**src/rtl/mwu_pkg.sv**
```systemverilog
// Shared constants and types for the multi-input wake-up block
package mwu_pkg;

  // Register map, byte-wide registers on a 4-bit address
  localparam logic [3:0] MWU_OFF_WAKE_EN   = 4'h0;
  localparam logic [3:0] MWU_OFF_WAKE_EDGE = 4'h1;
  localparam logic [3:0] MWU_OFF_WAKE_PND  = 4'h2;
  localparam logic [3:0] MWU_OFF_CTRL      = 4'h3;
  localparam logic [3:0] MWU_OFF_STATUS    = 4'h4;
  localparam logic [3:0] MWU_OFF_TMR_LO    = 4'h5;
  localparam logic [3:0] MWU_OFF_TMR_HI    = 4'h6;

  // Control register field positions
  localparam int MWU_CTRL_GIE      = 0;
  localparam int MWU_CTRL_PIN_GROUP_IRQ_ENABLE     = 1;
  localparam int MWU_CTRL_IDLE_TIMER_IRQ_ENABLE     = 2;
  localparam int MWU_CTRL_IDLE_TIMER_PENDING    = 3;
  localparam int MWU_CTRL_IDLE_REQ = 6;
  localparam int MWU_CTRL_HALT_REQ = 7;

  // Values after reset
  localparam logic [7:0]  MWU_RST_BYTE  = 8'h00;
  localparam logic [12:0] MWU_RST_TIMER = 13'h0000;

  // Geometry
  localparam int MWU_PINS     = 8;
  localparam int MWU_IRQ_PINS = 7;
  localparam int MWU_TMR_W    = 13;

  // Timing: system clock and instruction cycle
  localparam int MWU_CLK_NS = 25;
  localparam int MWU_TC_NS  = 1000;
  localparam int MWU_TC_CYC = (MWU_TC_NS + MWU_CLK_NS - 1) / MWU_CLK_NS;

  // Idle wake period 4.096 ms, counted in instruction cycles
  localparam int MWU_IDLE_WAKE_US    = 4096;
  localparam int MWU_IDLE_WAKE_TICKS = MWU_IDLE_WAKE_US * 1000 / MWU_TC_NS;
  localparam int MWU_TOGGLE_BIT      = $clog2(MWU_IDLE_WAKE_TICKS);

  // Oscillator settling load of the settle counter
  localparam logic [8:0] MWU_SETTLE_LOAD = 9'h100;

  // Register bus request
  typedef struct packed {
    logic [3:0] addr;
    logic [7:0] wdata;
    logic       wr;
    logic       rd;
  } mwu_bus_s;

  // Power states
  typedef enum logic [1:0] {
    PWR_RUN,
    PWR_HALT,
    PWR_IDLE,
    PWR_SETTLE
  } mwu_pwr_e;

endpackage : mwu_pkg

```
**src/rtl/mwu_sync_edge.sv**
```systemverilog
// Two-stage synchroniser with edge detection for a group of pins
`timescale 1ns/1ps
module mwu_sync_edge
  import mwu_pkg::*;
#(
  parameter int W = 1
) (
  input  wire logic         clk,
  input  wire logic         reset,
  input  wire logic [W-1:0] async_in,
  output logic      [W-1:0] rise,
  output logic      [W-1:0] fall
);

  logic [W-1:0] meta_r;
  logic [W-1:0] sync_r;
  logic [W-1:0] prev_r;

  // First stage feeds only the second stage
  always_ff @(posedge clk) begin
    if (reset) begin
      meta_r <= '0;
      sync_r <= '0;
      prev_r <= '0;
    end else begin
      meta_r <= async_in;
      sync_r <= meta_r;
      prev_r <= sync_r;
    end
  end

  // Edges seen on the stable stage only, one pulse per transition
  assign rise = sync_r & ~prev_r;
  assign fall = ~sync_r & prev_r;

endmodule : mwu_sync_edge

```
**src/rtl/mwu_wakeup.sv**
```systemverilog
// Multi-input wake-up, idle timer and power-mode control
`timescale 1ns/1ps
module mwu_wakeup
  import mwu_pkg::*;
#(
  parameter int TC_CYCLES = MWU_TC_CYC
) (
  input  wire logic                clk,
  input  wire logic                reset,
  input  wire mwu_bus_s            bus,
  output logic      [7:0]          rdata,
  input  wire logic [MWU_PINS-1:0] wake_pin_in,
  input  wire logic                can_rx_comp,
  input  wire logic                halt_feature_enable,
  output logic                     core_clock_enable,
  output logic                     osc_enable,
  output mwu_pwr_e                 power_state,
  output logic                     irq_pin_group,
  output logic                     irq_idle_timer,
  output logic                     resume_pulse
);

  // Address match shared by write and read decoding
  function automatic logic reg_hit(input logic [3:0] addr, input logic [3:0] off);
    reg_hit = (addr == off);
  endfunction : reg_hit

  logic [MWU_PINS-1:0]  wake_enable_mask_r;
  logic [MWU_PINS-1:0]  wake_edge_select_r;
  logic [MWU_PINS-1:0]  wake_pending_flags_r;
  logic [MWU_PINS-1:0]  wake_pending_flags_nxt;
  logic                 global_irq_enable_r;
  logic                 pin_group_irq_enable_r;
  logic                 idle_timer_irq_enable_r;
  logic                 idle_timer_pending_r;
  logic                 idle_timer_pending_nxt;
  logic [MWU_TMR_W-1:0] idle_timer_r;
  logic [5:0]           tc_div_r;
  logic [8:0]           settle_cnt_r;
  logic [8:0]           settle_cnt_nxt;
  logic                 halt_strap_meta_r;
  logic                 halt_allowed_r;
  logic [7:0]           rdata_r;
  logic [7:0]           rdata_nxt;
  logic                 resume_r;
  mwu_pwr_e             state_r;
  mwu_pwr_e             state_nxt;

  logic [MWU_PINS-1:0]  pin_rise;
  logic [MWU_PINS-1:0]  pin_fall;
  logic [MWU_PINS-1:0]  pin_trig;
  logic                 can_fall;
  logic                 wr_en;
  logic                 wr_edge;
  logic                 wr_pnd;
  logic                 wr_ctrl;
  logic                 halt_req;
  logic                 idle_req;
  logic                 halt_blocked;
  logic                 pin_wake;
  logic                 wake_any;
  logic                 clk_running;
  logic                 tc_tick;
  logic                 timer_toggle;

  // Pins and CAN comparator are asynchronous, so both are synchronised
  mwu_sync_edge #(
    .W (MWU_PINS)
  ) u_pin_sync (
    .clk      (clk),
    .reset    (reset),
    .async_in (wake_pin_in),
    .rise     (pin_rise),
    .fall     (pin_fall)
  );

  mwu_sync_edge #(
    .W (1)
  ) u_can_sync (
    .clk      (clk),
    .reset    (reset),
    .async_in (can_rx_comp),
    .rise     (),
    .fall     (can_fall)
  );

  // Per-pin trigger selection
  genvar gi;
  generate
    for (gi = 0; gi < MWU_PINS; gi++) begin : g_trig
      assign pin_trig[gi] = wake_edge_select_r[gi] ? pin_fall[gi] : pin_rise[gi];
    end
  endgenerate

  // Write decoding
  assign wr_en   = bus.wr && reg_hit(bus.addr, MWU_OFF_WAKE_EN);
  assign wr_edge = bus.wr && reg_hit(bus.addr, MWU_OFF_WAKE_EDGE);
  assign wr_pnd  = bus.wr && reg_hit(bus.addr, MWU_OFF_WAKE_PND);
  assign wr_ctrl = bus.wr && reg_hit(bus.addr, MWU_OFF_CTRL);

  // Mode requests; halt also needs the mask-option strap
  assign halt_blocked = |(wake_enable_mask_r & wake_pending_flags_r);
  assign halt_req     = wr_ctrl && bus.wdata[MWU_CTRL_HALT_REQ] && halt_allowed_r;
  assign idle_req     = wr_ctrl && bus.wdata[MWU_CTRL_IDLE_REQ];

  // Wake sources: an enabled pin that is pending or triggering now, or CAN
  assign pin_wake = |(wake_enable_mask_r & (wake_pending_flags_r | pin_trig));
  assign wake_any = pin_wake || can_fall;

  // Instruction clock tick; stops with the oscillator in HALT
  assign clk_running  = (state_r != PWR_HALT);
  assign tc_tick      = clk_running && (tc_div_r == 6'(TC_CYCLES - 1));
  assign timer_toggle = tc_tick && (state_r != PWR_SETTLE)
                        && (&idle_timer_r[MWU_TOGGLE_BIT-1:0]);

  // Hardware sets win over a software clear in the same cycle
  assign wake_pending_flags_nxt = (wr_pnd ? bus.wdata : wake_pending_flags_r)
                                  | pin_trig;
  assign idle_timer_pending_nxt = (wr_ctrl ? bus.wdata[MWU_CTRL_IDLE_TIMER_PENDING] : idle_timer_pending_r)
                                  | timer_toggle;

  // Software registers, all zero after reset
  always_ff @(posedge clk) begin
    if (reset) begin
      wake_enable_mask_r      <= MWU_RST_BYTE;
      wake_edge_select_r      <= MWU_RST_BYTE;
      wake_pending_flags_r    <= MWU_RST_BYTE;
      global_irq_enable_r     <= 1'b0;
      pin_group_irq_enable_r  <= 1'b0;
      idle_timer_irq_enable_r <= 1'b0;
      idle_timer_pending_r    <= 1'b0;
    end else begin
      if (wr_en) begin
        wake_enable_mask_r <= bus.wdata;
      end
      if (wr_edge) begin
        wake_edge_select_r <= bus.wdata;
      end
      if (wr_ctrl) begin
        global_irq_enable_r     <= bus.wdata[MWU_CTRL_GIE];
        pin_group_irq_enable_r  <= bus.wdata[MWU_CTRL_PIN_GROUP_IRQ_ENABLE];
        idle_timer_irq_enable_r <= bus.wdata[MWU_CTRL_IDLE_TIMER_IRQ_ENABLE];
      end
      wake_pending_flags_r <= wake_pending_flags_nxt;
      idle_timer_pending_r <= idle_timer_pending_nxt;
    end
  end

  // Strap comes from outside the clock domain, so two flops before use
  always_ff @(posedge clk) begin
    if (reset) begin
      halt_strap_meta_r <= 1'b0;
      halt_allowed_r    <= 1'b0;
    end else begin
      halt_strap_meta_r <= halt_feature_enable;
      halt_allowed_r    <= halt_strap_meta_r;
    end
  end

  // Instruction-cycle divider, held in HALT, and idle timer, paused in HALT and SETTLE
  always_ff @(posedge clk) begin
    if (reset) begin
      tc_div_r     <= 6'h00;
      idle_timer_r <= MWU_RST_TIMER;
    end else begin
      // Held at zero in HALT, so each settle phase starts on a fresh tick
      if (clk_running) begin
        tc_div_r <= tc_tick ? 6'h00 : tc_div_r + 6'h01;
      end else begin
        tc_div_r <= 6'h00;
      end
      if (tc_tick && state_r != PWR_SETTLE) begin
        idle_timer_r <= idle_timer_r + 13'h0001;
      end
    end
  end

  // Power-mode sequencing; HALT takes priority if both bits are written
  always_comb begin
    state_nxt      = state_r;
    settle_cnt_nxt = settle_cnt_r;
    unique case (state_r)
      PWR_RUN: begin
        if (halt_req && !halt_blocked) begin
          state_nxt = PWR_HALT;
        end else if (idle_req && !halt_req) begin
          state_nxt = PWR_IDLE;
        end
      end
      PWR_HALT: begin
        if (wake_any) begin
          state_nxt      = PWR_SETTLE;
          settle_cnt_nxt = MWU_SETTLE_LOAD;
        end
      end
      PWR_SETTLE: begin
        if (settle_cnt_r == 9'h000) begin
          state_nxt = PWR_RUN;
        end else if (tc_tick) begin
          settle_cnt_nxt = settle_cnt_r - 9'h001;
        end
      end
      PWR_IDLE: begin
        if (wake_any || timer_toggle) begin
          state_nxt = PWR_RUN;
        end
      end
    endcase
  end

  always_ff @(posedge clk) begin
    if (reset) begin
      state_r      <= PWR_RUN;
      settle_cnt_r <= 9'h000;
      resume_r     <= 1'b0;
    end else begin
      state_r      <= state_nxt;
      settle_cnt_r <= settle_cnt_nxt;
      resume_r     <= (state_r != PWR_RUN) && (state_nxt == PWR_RUN);
    end
  end

  // Interrupts: pins 0..6 only; CAN wake is not a term here
  assign irq_pin_group  = global_irq_enable_r && pin_group_irq_enable_r
                          && |(wake_enable_mask_r[MWU_IRQ_PINS-1:0]
                               & wake_pending_flags_r[MWU_IRQ_PINS-1:0]);
  assign irq_idle_timer = global_irq_enable_r && idle_timer_irq_enable_r
                          && idle_timer_pending_r;

  // Interrupts follow the pending flags directly, so a pin interrupt is up before the resume from HALT and with it from IDLE
  assign resume_pulse      = resume_r;
  assign core_clock_enable = (state_r == PWR_RUN);
  assign osc_enable        = (state_r != PWR_HALT);
  assign power_state       = state_r;

  // Read mux; unmapped addresses read as zero
  always_comb begin
    rdata_nxt = MWU_RST_BYTE;
    if (reg_hit(bus.addr, MWU_OFF_WAKE_EN)) begin
      rdata_nxt = wake_enable_mask_r;
    end else if (reg_hit(bus.addr, MWU_OFF_WAKE_EDGE)) begin
      rdata_nxt = wake_edge_select_r;
    end else if (reg_hit(bus.addr, MWU_OFF_WAKE_PND)) begin
      rdata_nxt = wake_pending_flags_r;
    end else if (reg_hit(bus.addr, MWU_OFF_CTRL)) begin
      rdata_nxt[MWU_CTRL_GIE]   = global_irq_enable_r;
      rdata_nxt[MWU_CTRL_PIN_GROUP_IRQ_ENABLE]  = pin_group_irq_enable_r;
      rdata_nxt[MWU_CTRL_IDLE_TIMER_IRQ_ENABLE]  = idle_timer_irq_enable_r;
      rdata_nxt[MWU_CTRL_IDLE_TIMER_PENDING] = idle_timer_pending_r;
    end else if (reg_hit(bus.addr, MWU_OFF_STATUS)) begin
      rdata_nxt[1:0] = state_r;
      rdata_nxt[2]   = halt_allowed_r;
      rdata_nxt[3]   = halt_blocked;
    end else if (reg_hit(bus.addr, MWU_OFF_TMR_LO)) begin
      rdata_nxt = idle_timer_r[7:0];
    end else if (reg_hit(bus.addr, MWU_OFF_TMR_HI)) begin
      rdata_nxt[4:0] = idle_timer_r[12:8];
    end
  end

  // Read data valid only in the cycle after the strobe
  always_ff @(posedge clk) begin
    if (reset) begin
      rdata_r <= MWU_RST_BYTE;
    end else begin
      rdata_r <= bus.rd ? rdata_nxt : MWU_RST_BYTE;
    end
  end

  assign rdata = rdata_r;
endmodule : mwu_wakeup

```
**config.mk**
```make
export PLATFORM = sky130hd
export DESIGN_NAME = mwu_wakeup
export DESIGN_NICKNAME = d
export VERILOG_FILES = /design/src/rtl/mwu_pkg.sv /design/src/rtl/mwu_sync_edge.sv /design/src/rtl/mwu_wakeup.sv
export SDC_FILE = /design/constraint.sdc
export NUM_CORES = 1
export LEC_CHECK = 0
export BUFFER_PORTS_ARGS = -buffer_cell sky130_fd_sc_hd__buf_2
export CAP_MARGIN = 0
export CORE_UTILIZATION = 53
export CTS_CLUSTER_DIAMETER = 30
export CTS_CLUSTER_SIZE = 28
export DETAILED_ROUTE_END_ITERATION = 16
export PLACE_DENSITY = 0.75
export SLEW_MARGIN = 15
export SYNTH_ARGS = -nofsm -noshare
export SYNTH_HDL_FRONTEND = slang
export SYNTH_SLANG_ARGS = --single-unit
export TNS_END_PERCENT = 5
```
**constraint.sdc**
```tcl
create_clock -name clk -period 1.95 [get_ports clk]
set_clock_uncertainty 0.05 [all_clocks]
set_input_delay 0.195 -clock clk [delete_from_list [all_inputs] [get_ports clk]]
set_output_delay 0.195 -clock clk [all_outputs]
set_load 0.02 [all_outputs]
```
* After elaboration in Yosys (flattened, before gate mapping) *
Index checks and enable logic that the tools add are counted.

word-level totals
  flip-flop bits (word level) = 96
  output and inout bits = 15
  word-level logic and storage cells = 117

operators by class
  add/subtract/negate cells = 3
  equal/unequal tests = 15
  multiplexer cells = 30
  bitwise operators = 14
  reductions and logical operators = 34

operator list
  cell                     number
  $and A8 B8 Y8            4
  $mux W8                  4
  $mux W9                  3
  $pmux W9 S2              1
  $logic_and A1 B1 Y1      17
  $mux W4                  4
  $not A8 Y8               2
  $or A8 B8 Y8             2
  $reduce_or A8 Y1         2
  $add A13 B1 Y13 const B  1
  $eq A4 B3 Y1 const B     3
  $reduce_and A12 Y1       1
  $mux W2                  5
  $mux W5                  2
  $logic_not A9 Y1         1
  $mux W1                  9
  $sub A9 B1 Y9 const B    1
  $eq A4 B2 Y1 const B     2
  $ne A2 B2 Y1 const B     4
  $pmux W2 S4              1
  $and A7 B7 Y7            1
  $reduce_or A7 Y1         1
  $add A6 B1 Y6 const B    1
  $eq A6 B6 Y1 const B     1
  other kinds (16)         23

* Logic depth before layout (Yosys ltp) *
  depth in word-level cells = 12
  gate-level depth with buffers = 8
  mapped depth without buffers = 7

* Hierarchy *
From an unflattened synthesis, not the netlist that was laid out.

unflattened totals
  cells, all modules = 480
  area total of the unflattened synthesis = 4250.3 um^2

by module, submodules not included
  module                       times used  cells each  area an instance (um^2)  seq. area each (um^2)
  mwu_wakeup                   1           406         3365.7                   1381.3
  mwu_sync_edge at u_pin_sync  1           66          793.3                    480.5
  mwu_sync_edge at u_can_sync  1           8           91.3                     60.1

* Worst setup path after synthesis *
Ideal clock, no wire load.

  kind = reg2reg
  from = reg settle_cnt_r[1]
  to = reg settle_cnt_r[1]
  library setup time = 0.100 ns
  arrival time = 1.938 ns
  required time = 1.800 ns
  path slack = -0.138 ns
  stages on the path, launching flop included = 8
  path buffers = 1
  period minus slack after synthesis = 2.088 ns
  cells stage by stage = dfxtp_1 -> inv_1 -> ha_1 -> or2b_2 -> or4_4 -> buf_6 -> and3_4 -> a2111oi_4

on the way
  word-level cells in the longest chain between the ends = 4

ends and longest elaborated chain
  element                 RTL line           source
  from (decl)             mwu_wakeup.sv:39   logic [8:0] settle_cnt_r;
  from (signal assigned)  mwu_wakeup.sv:218  settle_cnt_r <= settle_cnt_nxt;
  $sub A9 B1 Y9           mwu_wakeup.sv:200  settle_cnt_nxt = settle_cnt_r - 9'h001;
  $mux W9                 mwu_wakeup.sv:199  end else if (tc_tick) begin
  $mux W9                 mwu_wakeup.sv:197  if (settle_cnt_r == 9'h000) begin
  $pmux W9 S2             mwu_wakeup.sv:182  unique case (state_r)

Parallel ways exist; a longest one is shown, timed or not. The select of a mux whose other input is x is not followed.
A chain may end at the register's enable or synchronous reset.

* Worst setup path after layout *
  from = reg settle_cnt_r[7]
  to = reg settle_cnt_r[2]

on the way
  word-level cells in the longest chain between the ends = 3

ends and longest elaborated chain
  element                      RTL line
  $logic_not A9 Y1             mwu_wakeup.sv:197
  $ne A2 B2 Y1 (no line)       n/a
  $reduce_and A4 Y1 (no line)  n/a

No other way between the ends.

==> results_tabular.tex <==
\begin{tabular}{lr}
\hline
Metric & Value \\
\hline
\multicolumn{2}{l}{\textbf{Logic synthesis}} \\
Post-synth top cells & 96 x dfxtp\_1, 46 x nor2\_1, 35 x a21oi\_1 \\
Most used standard cell by instance count after synthesis & dfxtp\_1 \\
Top-area cell type share of the netlist area & 0.4567 \\
Share of flip-flops with an asynchronous set or reset after synthesis & 0 \\
Warnings from Yosys & 0 \\
Synth Register Bits & 96 \\
Most used flip-flop cell after synthesis & dfxtp\_1 \\
Synthesized cell area & 4208 um2 \\
Net count after synthesis & 496 \\
Register area share after synthesis & 0.4567 \\
Count of unique library cells instantiated by Yosys & 60 \\
Post-Synthesis Cells & 467 \\
Mean Syn Cell Area & 9.010 um2 \\
Number of enable flip-flop cells after synthesis & 0 \\
Top post-synthesis cells by area & dfxtp\_1 46\%, nor2b\_1 4.5\%, a21oi\_1 4.2\% \\
Largest area contributor in the netlist & dfxtp\_1 \\
\multicolumn{2}{l}{\textbf{Critical path}} \\
CP max stage cell & or4\_4 \\
CP Data Required Time & 2.17 ns \\
Critical path's largest stage delay & 0.53 ns \\
Buffers plus inverters on the worst setup path & 0 \\
Worst Setup Start Kind & flip-flop \\
Cell chain of the critical path & or4\_4, or4\_4, nand2\_1, o21ai\_0, a311oi\_2 \\
Family with the most delay on the worst path & simple AND/OR/NAND/NOR gates \\
Max FO, Critical Path & 8 \\
Worst Path Class, Setup & flip-flop to flip-flop \\
Kind of end point of the critical path & flip-flop \\
CP Data Arrival Time & 2.24 ns \\
Top cell by count, worst path & or4\_4 \\
\multicolumn{2}{l}{\textbf{Detailed routing}} \\
Avg Vias per Cell & 5.672 \\
Iteration count of the initial detailed-routing pass & 11 \\
Number of DRC violations after detailed routing & 1 \\
DRC violation total after the first TritonRoute iteration & 277 \\
Via count & 3636 \\
Routed wire length per instance & 15.81 um \\
Routed Antenna Nets & 0 \\
Overall routed net length & 10.13 mm \\
\multicolumn{2}{l}{\textbf{Die}} \\
Boundary pin count & 41 \\
Std-Cell Core Area & 7687 um2 \\
Die height & 91.10 um \\
Width of the die & 91.10 um \\
Area of the die & 8299 um2 \\
Count of standard-cell rows & 32 \\
Initial cell density of the core & 0.5474 \\
\multicolumn{2}{l}{\textbf{Timing}} \\
Shortest clock period the worst path allows after layout & 2.015 ns \\
Worst slew margin relative to its limit & 0.6905 \\
RSZ-0062 raised after global routing & yes \\
Fmax & 0.4963 GHz \\
Measured slew at the worst slew-check pin & 0.4581 ns \\
Total count of hold-check failures in the final report & 0 \\
Setup WS post-layout & -0.06496 ns \\
Share of the cycle needed by the critical path after routing & 1.033 \\
Fin. max-slew vios & 0 \\
Finish-stage setup viols & 4 \\
Final-layout setup total negative slack & -0.1608 ns \\
\multicolumn{2}{l}{\textbf{Run status}} \\
Run status & finished with violations \\
Failing checks & DRC, setup timing \\
\multicolumn{2}{l}{\textbf{GRT}} \\
Largest net degree at the start of global routing & 78 \\
Layer with the highest usage after global routing & met2 \\
Met1 Use GR & 0.3583 \\
Grt met3 use & 0.03518 \\
Global-route track usage on met2 & 0.3952 \\
All-Layer GR Usage & 0.2545 \\
Via count of the first global-routing pass & 3425 \\
Global-route wire length before repair & 16.69 mm \\
Initial antenna violation count & 0 \\
Aggregate global routing overflow & 0 \\
\multicolumn{2}{l}{\textbf{Final layout}} \\
Non-filler instance count after layout & 641 \\
Area growth syn-to-layout & 21.65\% \\
Layout cell share with drive strength beyond 1 & 0.2301 \\
Area of all placed cells without fillers & 5119 um2 \\
Diodes inserted & 0 \\
Net total in the final layout & 563 \\
\multicolumn{2}{l}{\textbf{Clocking}} \\
Later-pin clock latency in the skew report & 0.36 ns \\
Clock Root Buffer & clkbuf\_8 \\
Clock Sinks & 96 \\
TritonCTS clock tree & built \\
H-tree Lvls & 3 \\
Number of buffers added by the clock tree synthesis step & 9 \\
Longest Clk Path Bufs & 2 \\
Register clock-pin slew on the reported worst setup and hold paths & 0.10 ns \\
\multicolumn{2}{l}{\textbf{Placement}} \\
Pre-CTS setup slack & -0.1127 ns \\
Port-buffer cells & 40 \\
HPWL reported at the end of detailed placement & 7.120 mm \\
Area after detailed placement & 4698 um2 \\
GP Congestion & 0.9065 \\
Cell Count Post-Placement & 613 \\
\multicolumn{2}{l}{\textbf{Power and ir drop}} \\
Largest vdd supply drop & 592.3 uV \\
Leak & 2.056 nW \\
Power density over the cells & 733.2 nW/um2 \\
\multicolumn{2}{l}{\textbf{Run}} \\
Max-capacitance violation count & 0 \\
\multicolumn{2}{l}{\textbf{Min path}} \\
Type of the worst min-delay path & primary input to flip-flop \\
\hline
\end{tabular}
## kinds of logic after synthesis
family          count (synthesis)  synth area share
xor+xnor                       19           0.03955
compound gates                 87            0.1371
flops                          96            0.4567
simple gates                  211            0.2807
buf+inv                        32           0.03092
mux                            19           0.04609
fa+ha+maj                       3          0.008922
## layout make-up
cell class | instances | area, um2
flip-flops and latches | 96 | 1932
repair buffers | 80 | 556.8
inverters | 8 | 30.03
clock inverters | 7 | 101.3
multi-input cells | 339 | 2247
clock buffers | 9 | 123.9
fillers | 637 | 2569
well taps | 102 | 127.6
## tightest hold or removal path: cells and delay by family
| kind | cells | cell delay (ns) |
|---|---|---|
| buffers and inverters | 1 | 0.12 |
| and+or+nand+nor | 1 | 0.06 |
| AOI/OAI and AO/OA | 1 | 0.05 |
## state kept, by name (all words and copies together) (netlist names), 2 cells and up
| name | flops |
|---|---|
| idle_timer_r | 13 |
| settle_cnt_r | 9 |
| rdata | 8 |
| u_pin_sync.meta_r | 8 |
| u_pin_sync.prev_r | 8 |
| u_pin_sync.sync_r | 8 |
| wake_edge_select_r | 8 |
| wake_enable_mask_r | 8 |
| wake_pending_flags_r | 8 |
| tc_div_r | 6 |
| power_state | 2 |
## metal layers
layer | wire (um) | up-vias
li1 | - | 1787
met3 | 582 | 13
met5 | 0 | -
met4 | 147 | 0
met2 | 4702 | 109
met1 | 4699 | 1727
## layout by cell type (no fill, tap or decap), types with 6 or more instances in the layout
master          n
and3b_1         6
mux2i_1        16
nand2b_1        7
xor2_1         15
buf_2          39
dfxtp_1        88
o21ai_0        10
nor3b_1         8
and2_1          6
dlygate4sd3_1  10
nand2_1        33
nor2_1         46
a21oi_1        35
dfxtp_2         8
nand4_1        10
nor2b_1        30
inv_1           6
nand3_1        25
a22oi_1         6
clkbuf_8        9
buf_4          28
nor3_1          9
## path summary, 6_finish.rpt
kind | slack [ns] | depth (start not counted) | to | startpoint
max | -0.06 | 5 | settle_cnt_r[2] | settle_cnt_r[7]
min | 0.05 | 3 | wake_enable_mask_r[5] | bus[7]
max reg2reg | -0.06 | 5 | settle_cnt_r[2] | settle_cnt_r[7]
min reg2reg | 0.39 | 1 | u_pin_sync.sync_r[1] | u_pin_sync.meta_r[1]
## power by group
group,switching [mW],total [mW],leakage [nW],internal (mW)
logic,0.138,0.252,1.17,0.114
clock network,0.726,1.46,0.106,0.733
registers,0.0337,2.04,0.784,2.01
total,0.898,3.75,2.06,2.86
## stage by stage
| step | utilization | hold WS [ns] | total power [mW] |
|---|---|---|---|
| 6_report | 0.6659 | 0.05172 | 3.753 |
| 5_1_grt | 0.6659 | 0.05067 | 3.881 |
| 4_1_cts | 0.6556 | 0.04092 | 3.762 |
| 3_5_place_dp | 0.6112 | 0.3584 | 2.314 |
| 3_3_place_gp | 0.6112 | 0.3516 | 2.309 |
| 2_1_floorplan | - | 0.2732 | 2.221 |
## what timing repair did
item	4_1_cts	5_1_grt
hold buffers	10	0
setup endpoints to repair	11	18
pin swaps	3	9
setup buffers	0	2
gates resized for setup	3	13
endpoints found under the hold margin	10	0
Power figures use the tool's default switching activity.
